File: src/exciter_drive_defines.svh
// Register offsets, field positions, reset values and timing counts for the exciter control
`ifndef EXCITER_DRIVE_DEFINES_SVH
`define EXCITER_DRIVE_DEFINES_SVH
`define OFS_CONFIG 12'h000
`define OFS_GAIN 12'h004
`define OFS_STATUS 12'h008
`define OFS_MASK 12'h00C
`define OFS_LIVE 12'h010
`define CFG_RESET 32'h0000_0001
`define CLK_MHZ 125
`define SW_FREQ_KHZ 414
`define SW_PERIOD_CYC ((`CLK_MHZ * 1000) / `SW_FREQ_KHZ)
`define DEGLITCH_NS 5000
`define DEGLITCH_CYC ((`DEGLITCH_NS * `CLK_MHZ + 999) / 1000)
`define HOLDOFF_MS 2
`define HOLDOFF_CYC (`HOLDOFF_MS * `CLK_MHZ * 1000)
`define STARTUP_MASK_CYCLES 7
`define UPPER_SKIP_CYCLES 3
`define UPPER_RETRIES 3
`define ST_BOOST_OV 0
`define ST_CRIT_OV 1
`define ST_CRIT_UV 2
`define ST_ILIM_LO 3
`define ST_ILIM_HI 4
`define ST_HOLDOFF 5
`define ST_LEVEL 6
`define ST_WIDTH 7
`endif

File: src/exciter_drive_pkg.sv
// Types shared by the exciter control logic
package exciter_drive_pkg;
   typedef enum logic [1:0] {
      BST_OFF = 2'b00,
      BST_RUN = 2'b01,
      BST_SKIP = 2'b10,
      BST_HOLD = 2'b11
   } boost_state_e;
   typedef logic [8:0] dac_word_t;
endpackage

File: src/exciter_drive_control.sv
// Exciter path control: sine sequencing, boost switch supervision, diagnostics, APB registers
`timescale 1ns/1ps
`include "exciter_drive_defines.svh"

module exciter_drive_control #(
   parameter int HOLDOFF_CYCLES = `HOLDOFF_CYC
) (
   input wire logic pclk,
   input wire logic presetn,
   input wire logic clk_en,
   input wire logic psel,
   input wire logic penable,
   input wire logic pwrite,
   input wire logic [11:0] paddr,
   input wire logic [31:0] pwdata,
   output logic [31:0] prdata,
   output logic pready,
   output logic pslverr,
   input wire logic boost_ov_cmp,
   input wire logic boost_crit_ov_cmp,
   input wire logic boost_crit_uv_cmp,
   input wire logic ilim_lower_cmp,
   input wire logic ilim_upper_cmp,
   output logic boost_switch,
   output logic boost_enable,
   output logic [1:0] supply_voltage_select,
   output logic high_current_boost_select,
   output logic [1:0] exciter_level_select,
   output logic exciter_path_enable,
   output exciter_drive_pkg::dac_word_t dac_pos,
   output exciter_drive_pkg::dac_word_t dac_neg,
   output logic [2:0] preamp_gain_select,
   output logic [3:0] common_mode_offset_select,
   output logic preamp_monitor_enable,
   output logic internal_amp_enable,
   output logic fault_n,
   output logic irq
);
   import exciter_drive_pkg::*;

   localparam int NCMP = 5;
   localparam int DGW = 10;
   localparam int SWW = 9;
   localparam int HOW = 32;

   ////////////////////////////////////////////////////////////////////////////////
   // Pin synchronisers and deglitch filters

   logic [NCMP-1:0] cmp_in;
   logic [NCMP-1:0] s1_r, s2_r, s3_r, s1_nxt, s2_nxt, s3_nxt;
   logic [NCMP-1:0] filt_r, filt_nxt;
   logic [DGW-1:0] dg_cnt_r [NCMP];
   logic [DGW-1:0] dg_cnt_nxt [NCMP];

   assign cmp_in = {ilim_upper_cmp, ilim_lower_cmp, boost_crit_uv_cmp, boost_crit_ov_cmp,
                    boost_ov_cmp};

   // Three stages; a change counts once stages two and three agree
   always_comb begin
      s1_nxt = cmp_in;
      s2_nxt = s1_r;
      s3_nxt = s2_r;
   end

   // Each diagnostic must persist before the filtered level follows
   genvar gi;
   generate
      for (gi = 0; gi < NCMP; gi++) begin : g_dg
         always_comb begin
            dg_cnt_nxt[gi] = dg_cnt_r[gi];
            filt_nxt[gi] = filt_r[gi];
            if (s2_r[gi] != s3_r[gi] || s3_r[gi] == filt_r[gi]) begin
               dg_cnt_nxt[gi] = '0;
            end else if (dg_cnt_r[gi] == DGW'(`DEGLITCH_CYC - 1)) begin
               dg_cnt_nxt[gi] = '0;
               filt_nxt[gi] = s3_r[gi];
            end else begin
               dg_cnt_nxt[gi] = dg_cnt_r[gi] + DGW'(1);
            end
         end
         always_ff @(posedge pclk or negedge presetn) begin
            if (!presetn) begin
               dg_cnt_r[gi] <= '0;
            end else if (clk_en) begin
               dg_cnt_r[gi] <= dg_cnt_nxt[gi];
            end
         end
      end
   endgenerate

   always_ff @(posedge pclk or negedge presetn) begin
      if (!presetn) begin
         s1_r <= '0;
         s2_r <= '0;
         s3_r <= '0;
         filt_r <= '0;
      end else if (clk_en) begin
         s1_r <= s1_nxt;
         s2_r <= s2_nxt;
         s3_r <= s3_nxt;
         filt_r <= filt_nxt;
      end
   end

   wire ov_f = filt_r[0];
   wire crit_ov_f = filt_r[1];
   wire crit_uv_f = filt_r[2];
   wire ilo_f = filt_r[3];
   wire ihi_f = filt_r[4];

   ////////////////////////////////////////////////////////////////////////////////
   // Configuration registers

   logic [31:0] cfg_r, cfg_nxt;
   logic [2:0] gain_r, gain_nxt;
   logic [`ST_WIDTH-1:0] status_r, status_nxt, mask_r, mask_nxt, live;
   logic [31:0] rdata_nxt;
   logic wr_en, rd_en, addr_ok;

   // Config fields: [1:0] supply, [2] high current, [4:3] level, [7:5] freq,
   // [11:8] offset, [12] external amp, [13] boost enable request
   assign supply_voltage_select = cfg_r[1:0];
   assign high_current_boost_select = cfg_r[2];
   assign exciter_level_select = cfg_r[4:3];
   assign common_mode_offset_select = cfg_r[11:8];
   assign preamp_gain_select = gain_r;

   // Level codes 01 and 10 are the only live settings
   assign exciter_path_enable = cfg_r[4] ^ cfg_r[3];
   assign preamp_monitor_enable = exciter_path_enable & cfg_r[12];
   assign internal_amp_enable = exciter_path_enable & ~cfg_r[12];

   ////////////////////////////////////////////////////////////////////////////////
   // Boost switch sequencer

   boost_state_e bst_r, bst_nxt;
   logic [SWW-1:0] sw_cnt_r, sw_cnt_nxt, sw_jit;
   logic [2:0] start_cnt_r, start_cnt_nxt;
   logic [1:0] skip_cnt_r, skip_cnt_nxt, retry_r, retry_nxt;
   logic [HOW-1:0] hold_cnt_r, hold_cnt_nxt;
   logic [3:0] lfsr_r, lfsr_nxt;
   logic cut_r, cut_nxt, bst_run_ok, cycle_end, lim_live;

   // Spread period: nominal plus a pseudo random step within ten percent
   assign sw_jit = SWW'(`SW_PERIOD_CYC - 32) + SWW'({lfsr_r, 2'b00});
   assign cycle_end = (sw_cnt_r >= sw_jit - SWW'(1));
   assign bst_run_ok = cfg_r[13] & ~crit_ov_f & ~crit_uv_f;
   assign lim_live = (start_cnt_r == 3'(`STARTUP_MASK_CYCLES));

   always_comb begin
      bst_nxt = bst_r;
      sw_cnt_nxt = cycle_end ? '0 : sw_cnt_r + SWW'(1);
      lfsr_nxt = cycle_end ? {lfsr_r[2:0], lfsr_r[3] ^ lfsr_r[2]} : lfsr_r;
      start_cnt_nxt = start_cnt_r;
      skip_cnt_nxt = skip_cnt_r;
      retry_nxt = retry_r;
      hold_cnt_nxt = hold_cnt_r;
      cut_nxt = cycle_end ? 1'b0 : cut_r;
      if (cycle_end && !lim_live && bst_r != BST_OFF) begin
         start_cnt_nxt = start_cnt_r + 3'(1);
      end
      case (bst_r)
         BST_OFF: begin
            start_cnt_nxt = '0;
            retry_nxt = '0;
            sw_cnt_nxt = '0;
            if (bst_run_ok) begin
               bst_nxt = BST_RUN;
            end
         end
         BST_RUN: begin
            if (!bst_run_ok) begin
               bst_nxt = BST_OFF;
            end else if (lim_live && ihi_f) begin
               if (retry_r == 2'(`UPPER_RETRIES)) begin
                  bst_nxt = BST_HOLD;
                  hold_cnt_nxt = '0;
               end else begin
                  bst_nxt = BST_SKIP;
                  skip_cnt_nxt = '0;
                  retry_nxt = retry_r + 2'(1);
               end
            end else if (lim_live && ilo_f && !cycle_end) begin
               cut_nxt = 1'b1;
            end else if (cycle_end && lim_live) begin
               retry_nxt = '0;
            end
         end
         BST_SKIP: begin
            if (!bst_run_ok) begin
               bst_nxt = BST_OFF;
            end else if (cycle_end) begin
               skip_cnt_nxt = skip_cnt_r + 2'(1);
               if (skip_cnt_r == 2'(`UPPER_SKIP_CYCLES - 1)) begin
                  bst_nxt = BST_RUN;
               end
            end
         end
         BST_HOLD: begin
            hold_cnt_nxt = hold_cnt_r + HOW'(1);
            if (!bst_run_ok) begin
               bst_nxt = BST_OFF;
            end else if (hold_cnt_r == HOW'(HOLDOFF_CYCLES - 1)) begin
               bst_nxt = BST_RUN;
               retry_nxt = '0;
            end
         end
         default: bst_nxt = BST_OFF;
      endcase
   end

   always_ff @(posedge pclk or negedge presetn) begin
      if (!presetn) begin
         bst_r <= BST_OFF;
         sw_cnt_r <= '0;
         lfsr_r <= 4'h1;
         start_cnt_r <= '0;
         skip_cnt_r <= '0;
         retry_r <= '0;
         hold_cnt_r <= '0;
         cut_r <= 1'b0;
      end else if (clk_en) begin
         bst_r <= bst_nxt;
         sw_cnt_r <= sw_cnt_nxt;
         lfsr_r <= lfsr_nxt;
         start_cnt_r <= start_cnt_nxt;
         skip_cnt_r <= skip_cnt_nxt;
         retry_r <= retry_nxt;
         hold_cnt_r <= hold_cnt_nxt;
         cut_r <= cut_nxt;
      end
   end

   // Low-side switch on for first half of each running cycle unless cut
   assign boost_enable = (bst_r != BST_OFF);
   assign boost_switch = (bst_r == BST_RUN) && !cut_r &&
                         (sw_cnt_r < (sw_jit >> 1)) &&
                         !(lim_live && (ilo_f || ihi_f));

   ////////////////////////////////////////////////////////////////////////////////
   // Sine table sequencer

   logic [5:0] phase_r, phase_nxt;
   logic [9:0] div_r, div_nxt, div_top;
   dac_word_t dac_pos_r, dac_pos_nxt;
   logic [7:0] quarter [16];

   // Quarter wave, 16 steps, scaled to 255
   assign quarter = '{8'h00, 8'h19, 8'h31, 8'h4A, 8'h61, 8'h78, 8'h8E, 8'hA2,
                      8'hB5, 8'hC5, 8'hD4, 8'hE0, 8'hEB, 8'hF4, 8'hFA, 8'hFE};

   // 64 samples per period; divider from 10 kHz (code 0) up to about 17.4 kHz (code 7)
   assign div_top = 10'(195) - 10'({cfg_r[7:5], 3'b000}) - 10'({cfg_r[7:5], 2'b00});

   always_comb begin
      logic [3:0] idx;
      logic [7:0] mag;
      idx = phase_r[4] ? ~phase_r[3:0] : phase_r[3:0];
      mag = quarter[idx];
      div_nxt = (div_r >= div_top) ? '0 : div_r + 10'(1);
      phase_nxt = (div_r >= div_top) ? phase_r + 6'(1) : phase_r;
      dac_pos_nxt = phase_r[5] ? 9'(9'h100 - {1'b0, mag}) : 9'(9'h100 + {1'b0, mag});
      if (!exciter_path_enable) begin
         div_nxt = '0;
         phase_nxt = '0;
         dac_pos_nxt = 9'h100;
      end
   end

   always_ff @(posedge pclk or negedge presetn) begin
      if (!presetn) begin
         phase_r <= '0;
         div_r <= '0;
         dac_pos_r <= 9'h100;
      end else if (clk_en) begin
         phase_r <= phase_nxt;
         div_r <= div_nxt;
         dac_pos_r <= dac_pos_nxt;
      end
   end

   // Balanced pair around mid scale
   assign dac_pos = dac_pos_r;
   assign dac_neg = 9'(10'h200 - {1'b0, dac_pos_r});

   ////////////////////////////////////////////////////////////////////////////////
   // Fault status, interrupt and APB slave

   assign live = {~exciter_path_enable, bst_r == BST_HOLD, lim_live & ihi_f, lim_live & ilo_f,
                  crit_uv_f, crit_ov_f, ov_f};
   assign wr_en = psel & penable & pwrite;
   assign rd_en = psel & penable & ~pwrite;
   assign addr_ok = paddr == `OFS_CONFIG || paddr == `OFS_GAIN || paddr == `OFS_STATUS ||
                    paddr == `OFS_MASK || paddr == `OFS_LIVE;
   assign pready = 1'b1;
   assign pslverr = psel & penable & ~addr_ok;

   // Read of status clears; new events win over the clear
   always_comb begin
      cfg_nxt = cfg_r;
      gain_nxt = gain_r;
      mask_nxt = mask_r;
      status_nxt = status_r;
      rdata_nxt = prdata;
      if (rd_en && paddr == `OFS_STATUS) begin
         status_nxt = '0;
      end
      status_nxt = status_nxt | live;
      if (wr_en) begin
         case (paddr)
            `OFS_CONFIG: cfg_nxt = {18'h0, pwdata[13:0]};
            `OFS_GAIN: gain_nxt = pwdata[2:0];
            `OFS_MASK: mask_nxt = pwdata[`ST_WIDTH-1:0];
            default: ;
         endcase
      end
      if (psel && !penable && !pwrite) begin
         case (paddr)
            `OFS_CONFIG: rdata_nxt = cfg_r;
            `OFS_GAIN: rdata_nxt = {29'h0, gain_r};
            `OFS_STATUS: rdata_nxt = {25'h0, status_r | live};
            `OFS_MASK: rdata_nxt = {25'h0, mask_r};
            `OFS_LIVE: rdata_nxt = {25'h0, live};
            default: rdata_nxt = 32'h0;
         endcase
      end
   end

   always_ff @(posedge pclk or negedge presetn) begin
      if (!presetn) begin
         cfg_r <= `CFG_RESET;
         gain_r <= '0;
         mask_r <= '0;
         status_r <= '0;
         prdata <= '0;
      end else if (clk_en) begin
         cfg_r <= cfg_nxt;
         gain_r <= gain_nxt;
         mask_r <= mask_nxt;
         status_r <= status_nxt;
         prdata <= rdata_nxt;
      end
   end

   // Fault pin low while any condition is live
   assign fault_n = ~|live;
   assign irq = |(status_r & mask_r);
endmodule

File: config.mk
export PLATFORM = sky130hd
export DESIGN_NAME = exciter_drive_control
export DESIGN_NICKNAME = d
export VERILOG_FILES = /design/src/exciter_drive_pkg.sv /design/src/exciter_drive_control.sv
export VERILOG_INCLUDE_DIRS = /design/src
export SDC_FILE = /design/constraint.sdc
export NUM_CORES = 1
export LEC_CHECK = 0
export BUFFER_PORTS_ARGS = -buffer_cell sky130_fd_sc_hd__buf_4
export CORE_MARGIN = 4
export CORE_UTILIZATION = 32
export CTS_CLUSTER_DIAMETER = 100
export DETAILED_ROUTE_END_ITERATION = 12
export PLACE_DENSITY = 0.58
export SKIP_CTS_REPAIR_TIMING = 1
export SYNTH_ARGS = -nofsm -noshare
export SYNTH_HDL_FRONTEND = slang
export SYNTH_SLANG_ARGS = --single-unit
export TNS_END_PERCENT = 1
File: constraint.sdc
create_clock -name pclk -period 7.7 [get_ports pclk]
set_clock_uncertainty 0.2 [all_clocks]
set_input_delay 0.77 -clock pclk [delete_from_list [all_inputs] [get_ports pclk]]
set_output_delay 0.77 -clock pclk [all_outputs]
set_load 0.1 [all_outputs]
# Word level (Yosys, flattened, before mapping)
# Memories as Yosys holds them, arrays and structs flattened.
# Index checks and enable logic that the tools add are counted.
# word_totals
elab_cells	237
out_inout_bits	71
input_bits	55
rom_bits	128
memories	1
register_bits	213
# op_classes
mux	58
eq_ne	43
bitwise_logic	28
n_reduce_logical	55
order_cmp	4
add_sub_neg	19
# memory_table
name	words	width	read_ports	rd_ports_with_merged_regs	write_ports	line	rtl
(no name shown)	16	8	1	0	0	exciter_drive_control.sv:259	mag = quarter[idx];
# ops
operator	count
10-bit 2-to-1 mux	12
32-bit 2-to-1 mux	3
14-bit case mux with 5 select lines	1
32-bit case mux with 2 select lines	1
10-bit by 1-bit adder with 10-bit output (second input constant)	6
10-bit equality test (second input constant)	5
2-bit 2-to-1 mux	20
9-bit 2-to-1 mux	4
32-bit by 1-bit adder with 32-bit output (second input constant)	1
32-bit by 18-bit equality test with 1-bit output (second input constant)	1
12-bit by 4-bit equality test with 1-bit output (second input constant)	2
3-bit AND reduction	8
3-bit != test (second input constant)	6
8-bit 2-to-1 mux	2
2-bit != test (second input constant)	7
7-bit bitwise OR	2
7-bit OR reduction	2
1-bit logical AND	13
12-bit by 3-bit equality test with 1-bit output (second input constant)	1
12-bit by 5-bit equality test with 1-bit output (second input constant)	1
12-bit zero test	1
6-bit 2-to-1 mux	2
1-bit inverter	11
1-bit AND	10
other kinds (43)	85

# Logic depth before layout (Yosys ltp)
# Gate-level depths: netlist (run 1).
# logic_depth
word_depth	9
ltp_mapped	15
mapped_depth_nobuf	13

# Worst setup path after synthesis (run 1)
# Ideal clock, no wire load.
# synth_timing
path_type	reg-to-output
from	register lfsr_r[0]
to	output boost_switch
path_buffers	0
t_arrival_ns	3.345
t_required_ns	6.730
path_stages_with_launch	9
slack_ns	3.385
path_cell_list	dfstp_2 > inv_1 > ha_1 > ha_1 > o21a_1 > o21ai_0 > nand2b_1 > maj3_1 > a31oi_1
# synth_between
elab_chain_cells	4
# synth_lines
item	line	rtl
start, declared	exciter_drive_control.sv:141	logic [3:0] lfsr_r, lfsr_nxt;
start signal, assigned	exciter_drive_control.sv:225	lfsr_r <= lfsr_nxt;
9-bit by 6-bit adder with 9-bit output	exciter_drive_control.sv:145	assign sw_jit = SWW'(`SW_PERIOD_CYC - 32) + SWW'({lfsr_r, 2'b00});
9-bit by 8-bit < comparator with 1-bit output	exciter_drive_control.sv:237	(sw_cnt_r < (sw_jit >> 1)) &&
1-bit logical AND	exciter_drive_control.sv:236	assign boost_switch = (bst_r == BST_RUN) && !cut_r &&
1-bit logical AND	exciter_drive_control.sv:237	
end, declared	exciter_drive_control.sv:24	output logic boost_switch,
# No other way between the ends.

# Final worst setup path (run 1)
# Ends and elaborated chain as after synthesis.

==> flow_summary.json, run 1 <==
{
  "slew_headroom_pct": 26.2,
  "leakage_nw": 5.86,
  "dieArea_um2": 38100,
  "async_flop_share_pct": 100,
  "finalCritPeriodShare_pct": 50.8,
  "grt_pass1_wl_um": 42900,
  "cts_num_sinks": 195,
  "worst-endpoint-required_ns": 6.73,
  "clkLatencyLatePin_ns": 0.43,
  "routed_wl_um": 25600,
  "final_area_um2": 12700,
  "intPower_mw": 1.55,
  "combPwrFrac_pct": 9.0,
  "hold_viol_final": 0,
  "r2r-start": "phase_r[4]",
  "wl_met2_um": 12000,
  "wl_met3_um": 1090,
  "finalSetupViolations": 0,
  "post-route-min-period_ns": 3.91,
  "cts_max_path_buffers": 2,
  "syn-cell-area_um2": 11200,
  "placedInstanceArea_um2": 12200,
  "syn_to_final_growth_pct": 13.3,
  "netSwitchingPower_mw": 0.553,
  "p_clk_share_pct": 40.3,
  "crit_path_top_delay_cell": "dfstp_2",
  "syn_inst": 1185,
  "drcViolationCount": 0,
  "wl_per_cell_um": 15.0,
  "swShare_pct": 26.3,
  "rsz0062_at_grt": "false",
  "cts_tree": "done",
  "h-tree-depth": 4,
  "drt_iter0_markers": 536,
  "cts_made_buffers": 17,
  "regToRegEndpoint": "dac_pos[6]",
  "ant_nets": 0,
  "crit_chain": "inv_1 > ha_1 > ha_1 > o21a_1 > o21ai_0 > nand2b_1 > maj3_1 > a31oi_1 > buf_4",
  "vias_per_cell": 5.09,
  "core_um2": 34500,
  "dp_hpwl_um": 18100,
  "synth_flop_cell": "dfrtp_1",
  "cp-end-kind": "output port",
  "critPathMaxFanout": 4,
  "antenna_found_initial": 0,
  "rows": 68,
  "crit_buf_inv": 2,
  "grt_pass1_vias": 8459,
  "grtUsageTotal_pct": 13.3,
  "route.vias.total": 8715,
  "seq_area_frac_synth_pct": 43.5,
  "critPathTopFamily": "adder cells",
  "seq_power_share_pct": 50.7,
  "place_congestion": 0.788,
  "highest_layer": "met4",
  "critical_path_cell_count": 9,
  "io_pins": 126,
  "yosysWarnings": 0,
  "synth_edf_count": 0,
  "startpoint_type": "flop",
  "die_h_um": 195,
  "grt_max_degree": 73,
  "cts-root-buf": "clkbuf_16",
  "timing.fmax_mhz": 256,
  "synth.distinct_cells": 71,
  "drive_gt1_share_pct": 14.9,
  "yosysTopAreaCell": "dfrtp_1",
  "synth_area_leaders": "dfrtp_1 (43%), ha_1 (4.8%), mux2_2 (4.2%)",
  "die_x_um": 195,
  "crit_type": "reg2out",
  "firstDrtPassIters": 6,
  "r2r_cells": 13,
  "max-cap-violations": 0,
  "yosys.area.top_type_share_pct": 42.8,
  "met1Wirelength_um": 12200,
  "worstSetupEndpoint": "boost_switch",
  "crit_path_start": "lfsr_r[0]",
  "max_stage_delay_ns": 0.55,
  "rrSetupSlack_ns": 4.12,
  "pwr_density_cell_nw_per_um2": 165,
  "synth_area_per_cell_um2": 9.48,
  "maxSlewViolCount": 0,
  "status": "complete, no violations",
  "worst_pin_slew_ns": 1.10,
  "nFillCells": 3522,
  "n_antenna_cell": 0,
  "path_clk_slew_ns": 0.07,
  "critPathMostFrequentCell": "ha_1",
  "start_util_pct": 32.5,
  "setup-tns-final_ns": 0,
  "overflow": 0,
  "hp-class": "in2async",
  "cp.arrival_ns": 2.94,
  "nNetsFinal": 1341,
  "synth_seq_cells": 195,
  "numPortBuffers": 88,
  "irDropWorstVdd_mv": 0.144
}
==> layer usage <==
layer  global-route usage [%]  vias up
li1                         -     4334
met1                     18.3     4210
met2                     21.6      147
met3                     2.74       24
met4                     3.52        0
met5                        0        -
==> synthesized netlist by cell type, types with 28 or more instances <==
cell      instances
nand2_1         111
nand3_1          52
o21ai_0          89
ha_1             43
mux2_2           42
dfrtp_1         192
buf_4            29
and3_1           42
xor2_1           34
inv_1            51
clkbuf_1         28
nor2_1           92
nor3_1           29
==> cells in the final DEF, fill, tap and decap left out, types with 8 or more instances in the layout <==
master and count:
a21oi_1 24, a22o_1 26, a22oi_1 8, a31oi_1 9, and2_1 8, and3_1 42, buf_4 94, clkbuf_16 17
conb_1 19, dfrtp_1 192, ha_1 43, inv_1 51, mux2_2 42, mux2i_1 23, nand2_1 111, nand2b_1 23
nand3_1 52, nand4_1 24, nor2_1 92, nor2b_1 11, nor3_1 29, nor4_1 13, o211ai_1 8, o21ai_0 89
o22ai_1 14, o2bb2ai_1 13, o31ai_1 8, or3_1 12, xnor2_1 26, xor2_1 34
==> worst min path at each step <==
stage / endpoint / cells after the start
floorplan: skip_cnt_r[0] / 1
global placement: skip_cnt_r[0] / 1
detailed placement: skip_cnt_r[0] / 1
CTS: hold_cnt_r[10] / 1
global route: hold_cnt_r[10] / 1
finish: hold_cnt_r[7] / 1
==> cell type report <==
cell class                 count  area, µm²  share of cell area [%]
multi-input combinational    883       5810                    45.7
sequential                   195       4880                    38.4
timing repair buffer          95        719                    5.66
tap                          455        569                    4.48
clock buffer                  21        440                    3.46
inverter                      51        191                    1.51
clock inverter                11        106                   0.836
==> power by group through the flow <==
stage / registers (mW) / clock network [mW] / logic, mW
2_1_floorplan: 1.08 / 0 / 0.139
3_3_place_gp: 1.08 / 0 / 0.188
3_5_place_dp: 1.09 / 0 / 0.191
4_1_cts: 1.07 / 0.877 / 0.192
5_1_grt: 1.07 / 0.922 / 0.212
6_report: 1.07 / 0.847 / 0.189
==> sequential cells by signal (all words and copies together) (netlist names) <==
name / flops
bst_r: 2
cfg_r: 14
cut_r: 1
dac_pos: 9
dg_cnt_r: 50
div_r: 10
filt_r: 5
hold_cnt_r: 32
lfsr_r: 4
mask_r: 7
phase_r: 6
prdata: 14
preamp_gain_select: 3
retry_r: 2
s1_r: 5
s2_r: 5
s3_r: 5
skip_cnt_r: 2
start_cnt_r: 3
status_r: 7
sw_cnt_r: 9
==> cell families (layout without fill, tap and decap cells) <==
group / Yosys count / after routing / share of synthesized area, %
simple gates: 451 / 451 / 20.6
compound gates: 244 / 244 / 14.6
flops: 195 / 195 / 43.5
buf+inv: 124 / 178 / 5.35
mux: 65 / 65 / 6.26
xor+xnor: 60 / 60 / 4.68
fa+ha+maj: 44 / 44 / 4.88
other cells: 2 / 19 / 0.0669
==> through the flow <==
step | total power, mW | hold WS (ns) | utilization, % | setup slack (ns) | std cells
2_1_floorplan | 1.22 | 0.245 | - | 3.39 | 1202
3_3_place_gp | 1.27 | 0.264 | 35.2 | 4.14 | 1679
3_5_place_dp | 1.28 | 0.270 | 35.2 | 4.12 | 1679
4_1_cts | 2.13 | 0.165 | 36.8 | 3.74 | 1711
5_1_grt | 2.20 | 0.196 | 36.8 | 3.65 | 1711
6_report | 2.10 | 0.152 | 36.8 | 3.79 | 1711
Power figures use the tool's default switching activity.
==> run 2, diff against run 1 <==
==> constraint.sdc (replaced) <==
create_clock -name pclk -period 4.1 [get_ports pclk]
set_clock_uncertainty 0.2 [all_clocks]
set_input_delay 0.41 -clock pclk [delete_from_list [all_inputs] [get_ports pclk]]
set_output_delay 0.41 -clock pclk [all_outputs]
set_load 0.1 [all_outputs]
==> run 2 against run 1 <==
  * Die area did not move
  * Sequential share of layout area fell by 0.57 points
  * Worst setup slack got worse by 3.2 ns
  * Routed wire length rose by 2.1%
  * Clock-buffer cell count fell by 2
  * Non-clock buffer count rose by 16
  * Largest power group unchanged
  * Via count rose by 1.5%
  * First-iteration DRC count fell by 30%
  * Register-to-register slack got worse by 3.6 ns
  * Total power rose by 92%
  * Sequential cell count did not move
  * Sequential power rose by 87%
==> flow_summary.json, run 2 (synthesis gave the netlist of run 1 again) <==
{
  "gr-usage-met2_pct": 22.2,
  "r2r_cells": 13,
  "worst-endpoint-required_ns": 4.24,
  "max-cap-violations": 0,
  "die_x_um": 195,
  "final_cell_mix": "dfrtp_1 (192), nand2_1 (111), buf_4 (99), nor2_1 (92), o21ai_0 (89)",
  "worstHoldStart": "boost_crit_ov_cmp",
  "final_common_cell": "dfrtp_1",
  "clkLatencyLatePin_ns": 0.44,
  "r2r-start": "phase_r[4]",
  "dieArea_um2": 38100,
  "cts_num_sinks": 195,
  "start_util_pct": 32.5,
  "antenna_found_initial": 0,
  "syn_to_final_growth_pct": 15.0,
  "status": "complete, no violations",
  "grt_pass1_wl_um": 43700,
  "maxSlewViolCount": 0,
  "finalCritPeriodShare_pct": 86.3,
  "holdPathEnd": "s1_r[1]",
  "largest_register": "dg_cnt_r",
  "intPower_mw": 2.96,
  "nFillCells": 3471,
  "rsz0062_at_grt": "false",
  "irDropWorstVdd_mv": 0.316,
  "cts_tree": "done",
  "grt_pass1_vias": 8592,
  "cts_made_buffers": 17,
  "place_congestion": 0.811,
  "firstDrtPassIters": 5,
  "cp-end-kind": "flop",
  "timing.fmax_mhz": 283,
  "worstHoldPathCells": 2,
  "hp-class": "in2reg",
  "routed_wl_um": 26200,
  "crit_type": "reg2reg",
  "cts-root-buf": "clkbuf_16",
  "startpoint_type": "flop",
  "io_pins": 126,
  "vias_per_cell": 5.12,
  "seq_power_share_pct": 49.6,
  "rows": 68,
  "finalSetupViolations": 0,
  "swShare_pct": 26.6,
  "path_clk_slew_ns": 0.08,
  "dp_hpwl_um": 18800,
  "pwr_density_cell_nw_per_um2": 312,
  "top_regs": "dg_cnt_r (50), hold_cnt_r (32)",
  "n_antenna_cell": 0,
  "hold_viol_final": 0,
  "cts_max_path_buffers": 2,
  "leakage_nw": 5.96,
  "worst_pin_slew_ns": 1.12,
  "met1_usage_pct": 18.5,
  "overflow": 0,
  "post-route-min-period_ns": 3.54,
  "drive_gt1_share_pct": 15.5,
  "largest_reg_flops": 50,
  "critPathMaxFanout": 18,
  "grt_max_degree": 106,
  "die_h_um": 195,
  "grtUsageTotal_pct": 13.7,
  "met3_usage_pct": 3.05,
  "numPortBuffers": 88,
  "top_usage_layer": "met2",
  "route.vias.total": 8850,
  "ant_nets": 0,
  "postLayoutCoreUtil_pct": 37.4,
  "wl_per_cell_um": 15.2,
  "nNetsFinal": 1357,
  "p_clk_share_pct": 41.2,
  "rrSetupSlack_ns": 0.56,
  "combPwrFrac_pct": 9.1,
  "drt_iter0_markers": 374,
  "core_um2": 34500,
  "h-tree-depth": 4,
  "drcViolationCount": 0,
  "netSwitchingPower_mw": 1.07,
  "setup-tns-final_ns": 0,
  "regToRegEndpoint": "dac_pos[6]",
  "cp.arrival_ns": 3.68,
  "slew_headroom_pct": 25.2
}
run 2: cell types whose count changed in the layout (fill, tap and decap cells not counted), sizes merged:
| cell | change |
|---|---|
| clkinvlp | -1 |
| inv | +2 |
| buf | +6 |
| clkinv | +1 |
| dlygate4sd3 | +10 |
| clkbuf | -2 |
run 2: worst max path at each step:
stage                from  slack (ns)  cells past startpoint      endpoint
2_1_floorplan   lfsr_r[0]        0.15                      8  boost_switch
5_1_grt        phase_r[4]        0.22                     13    dac_pos[6]
6_report       phase_r[4]        0.56                     13    dac_pos[6]
3_3_place_gp   phase_r[4]        0.63                     13    dac_pos[6]
3_5_place_dp   phase_r[4]        0.56                     13    dac_pos[6]
4_1_cts         lfsr_r[0]        0.52                      9  boost_switch
run 2: area by class of cell:
| type | instances | area [µm²] | share of cell area (%) |
|---|---|---|---|
| multi-input cells | 883 | 5810 | 45.0 |
| flip-flops and latches | 195 | 4880 | 37.8 |
| inverters | 51 | 191 | 1.48 |
| clock buffers | 19 | 453 | 3.51 |
| clock inverters | 13 | 129 | 0.998 |
| well taps | 455 | 569 | 4.41 |
| repair buffers | 111 | 877 | 6.79 |
run 2: power groups by stage:
stage                     combinational, mW  clock (mW)  sequential (mW)
after floorplan                       0.261           0             2.03
after global placement                0.357           0             2.04
after detailed placement              0.367           0             2.04
after CTS                             0.368        1.72             2.00
after global routing                  0.417        1.79             2.01
final                                 0.369        1.66             2.00
run 2: layer usage:
layer,up-vias,share of wire [%]
li1,4349,-
met1,4334,48
met2,141,47
met3,26,3.9
met4,0,1.4
met5,-,0
run 2: metrics by stage:
stage	power [mW]	cell area [µm²]	instances	hold slack, ns	setup slack, ns
after floorplan	2.29	11300	1202	-0.0856	0.145
after global placement	2.40	12200	1685	0.262	0.626
after detailed placement	2.41	12200	1685	0.273	0.565
after CTS	4.09	12800	1717	-0.0824	0.524
after global routing	4.21	12900	1727	0.00162	0.224
final	4.03	12900	1727	0.00356	0.562
run 2: worst max-delay path: stages, from the launching register on:
cell and delay, ns:
dfrtp_1 0.69, nor2b_1 0.31, or2_2 0.18, inv_1 0.06, ha_1 0.22, nor2b_1 0.15
o32ai_1 0.35, o31a_1 0.34, ha_1 0.24, inv_1 0.06, a21oi_1 0.11, a41oi_1 0.14
xnor2_1 0.17, a22o_1 0.21
==> run 3, diff against run 2 <==
--- a/config.mk
+++ b/config.mk
@@ -7,8 +7,10 @@
 export NUM_CORES = 1
 export LEC_CHECK = 0
 export BUFFER_PORTS_ARGS = -buffer_cell sky130_fd_sc_hd__buf_4
+export CAP_MARGIN = 10
 export CORE_MARGIN = 4
 export CORE_UTILIZATION = 32
+export CTS_BUF_LIST = sky130_fd_sc_hd__clkbuf_4
 export CTS_CLUSTER_DIAMETER = 100
 export DETAILED_ROUTE_END_ITERATION = 12
 export PLACE_DENSITY = 0.58
==> run 3 against run 2 <==
  * Final area down 1.7%
  * Sequential cell count stayed put
  * Clock power fell by 40%
  * Core utilization down 0.62 points
  * Hold slack better by 0.060 ns
  * Combinational power up 2%
  * Total power shrank 16%
  * Die area unchanged
  * Register-to-register slack about the same
  * Largest cell class unchanged
  * Final cell count rose by 0.64%
  * Global-route usage decreased by 0.14 points
  * First-iteration DRC count up 13%
==> flow_summary.json, run 3 (synthesis gave the netlist of run 1 again) <==
{
  "combPwrFrac_pct": 11.2,
  "die_h_um": 195,
  "cts-root-buf": "clkbuf_4",
  "post-route-min-period_ns": 3.65,
  "cp.arrival_ns": 3.04,
  "status": "complete, no violations",
  "grtUsageTotal_pct": 13.5,
  "grt_pass1_wl_um": 43400,
  "final_cell_mix": "dfrtp_1 (192), nand2_1 (111), buf_4 (99), nor2_1 (92), o21ai_0 (89)",
  "netSwitchingPower_mw": 0.984,
  "cts_max_path_buffers": 2,
  "largest_register": "dg_cnt_r",
  "worst-endpoint-required_ns": 3.49,
  "nFillCells": 3500,
  "timing.fmax_mhz": 274,
  "overflow": 0,
  "vias_per_cell": 5.12,
  "firstDrtPassIters": 5,
  "setup-tns-final_ns": 0,
  "worst_pin_slew_ns": 1.12,
  "rrSetupSlack_ns": 0.55,
  "irDropWorstVdd_mv": 0.165,
  "h-tree-depth": 4,
  "crit_path_top_delay_cell": "dfstp_2",
  "drt_iter0_markers": 423,
  "io_pins": 126,
  "place_congestion": 0.811,
  "finalCritPeriodShare_pct": 89.1,
  "drcViolationCount": 0,
  "startpoint_type": "flop",
  "fin_ws_ns": 0.447,
  "routed_wl_um": 26000,
  "start_util_pct": 32.5,
  "rsz0062_at_grt": "false",
  "hold_viol_final": 0,
  "p_clk_share_pct": 29.5,
  "critPathMaxFanout": 4,
  "grt_max_degree": 106,
  "antenna_found_initial": 1,
  "cp-end-kind": "output port",
  "ant_nets": 0,
  "pwr_density_cell_nw_per_um2": 266,
  "crit_chain": "inv_1 > ha_1 > ha_1 > o21a_1 > o21ai_0 > nand2b_1 > maj3_1 > a31oi_1 > buf_4",
  "maxSlewViolCount": 0,
  "path_clk_slew_ns": 0.16,
  "max_stage_delay_ns": 0.58,
  "nNetsFinal": 1367,
  "placedInstanceArea_um2": 12200,
  "syn_to_final_growth_pct": 13.1,
  "max-cap-violations": 0,
  "final_area_um2": 12700,
  "pre_cts_ws_ns": 0.565,
  "intPower_mw": 2.39,
  "clkLatencyLatePin_ns": 0.60,
  "crit_type": "reg2out",
  "hp-class": "in2reg",
  "core_um2": 34500,
  "swShare_pct": 29.1,
  "top_regs": "dg_cnt_r (50), hold_cnt_r (32)",
  "rows": 68,
  "critPathTopFamily": "adder cells",
  "dieArea_um2": 38100,
  "numPortBuffers": 88,
  "crit_buf_inv": 2,
  "slew_headroom_pct": 25.1,
  "wl_per_cell_um": 15.0,
  "finalSetupViolations": 0,
  "die_x_um": 195,
  "grt_pass1_vias": 8539,
  "multi_input_area_um2": 5810,
  "dp_hpwl_um": 18800,
  "cts_tree": "done",
  "seq_power_share_pct": 59.3,
  "leakage_nw": 5.86,
  "regArea_um2": 4880,
  "cts_made_buffers": 17,
  "drive_gt1_share_pct": 15.2,
  "route.vias.total": 8898,
  "final_common_cell": "dfrtp_1",
  "largest_reg_flops": 50,
  "cts_num_sinks": 195,
  "critPathMostFrequentCell": "ha_1"
}
run 3: cell count changes in the layout (fill, tap and decap cells not counted):
cell	delta
clkbuf_4	+17
dlygate4sd3_1	+10
diode_2	+1
clkinv_1	+2
clkbuf_16	-17
clkbuf_8	-2
run 3: layout make-up:
class	count	area share, %
multi-input cells	883	45.7
flip-flops and latches	195	38.5
repair buffers	121	7.70
well taps	455	4.48
inverters	51	1.51
clock inverters	15	1.07
clock buffers	17	1.01
diodes	1	0.0197
run 3: metrics by stage:
step / utilization (%) / power, mW / hold slack (ns) / std cells
after floorplan: - / 2.29 / -0.0856 / 1202
after global placement: 35.4 / 2.40 / 0.262 / 1685
after detailed placement: 35.4 / 2.41 / 0.273 / 1685
after CTS: 36.2 / 3.43 / -0.297 / 1717
after global routing: 36.8 / 3.56 / 0.0324 / 1738
final: 36.8 / 3.38 / 0.0637 / 1738
run 3: routing by layer:
layer,global-route usage [%],share of wire (%),up-vias
met5,0,0,-
met4,3.57,1.5,0
met3,2.95,3.6,28
met2,22.0,47,139
met1,18.4,48,4348
li1,-,-,4383
run 3: final timing paths:
check,depth (start not counted),from,to
setup / recovery,9,lfsr_r[0],boost_switch
hold / removal,3,clk_en,sw_cnt_r[1]
setup reg to reg,13,phase_r[4],dac_pos[6]
hold reg to reg,2,prdata[0],prdata[0]
max in group asynchronous,3,presetn,dg_cnt_r[44]
min in group asynchronous,2,presetn,hold_cnt_r[29]
run 3: power by group through the flow:
stage | Sequential (mW) | Combinational (mW) | Clock (mW)
3_3_place_gp | 2.04 | 0.357 | 0
6_report | 2.00 | 0.377 | 0.997
2_1_floorplan | 2.03 | 0.261 | 0
4_1_cts | 2.00 | 0.368 | 1.06
5_1_grt | 2.01 | 0.425 | 1.12
3_5_place_dp | 2.04 | 0.367 | 0
run 3: worst min-delay path, stage by stage:
cell and delay (ns):
buf_4 0.23, nand3_1 0.11, o22ai_1 0.07
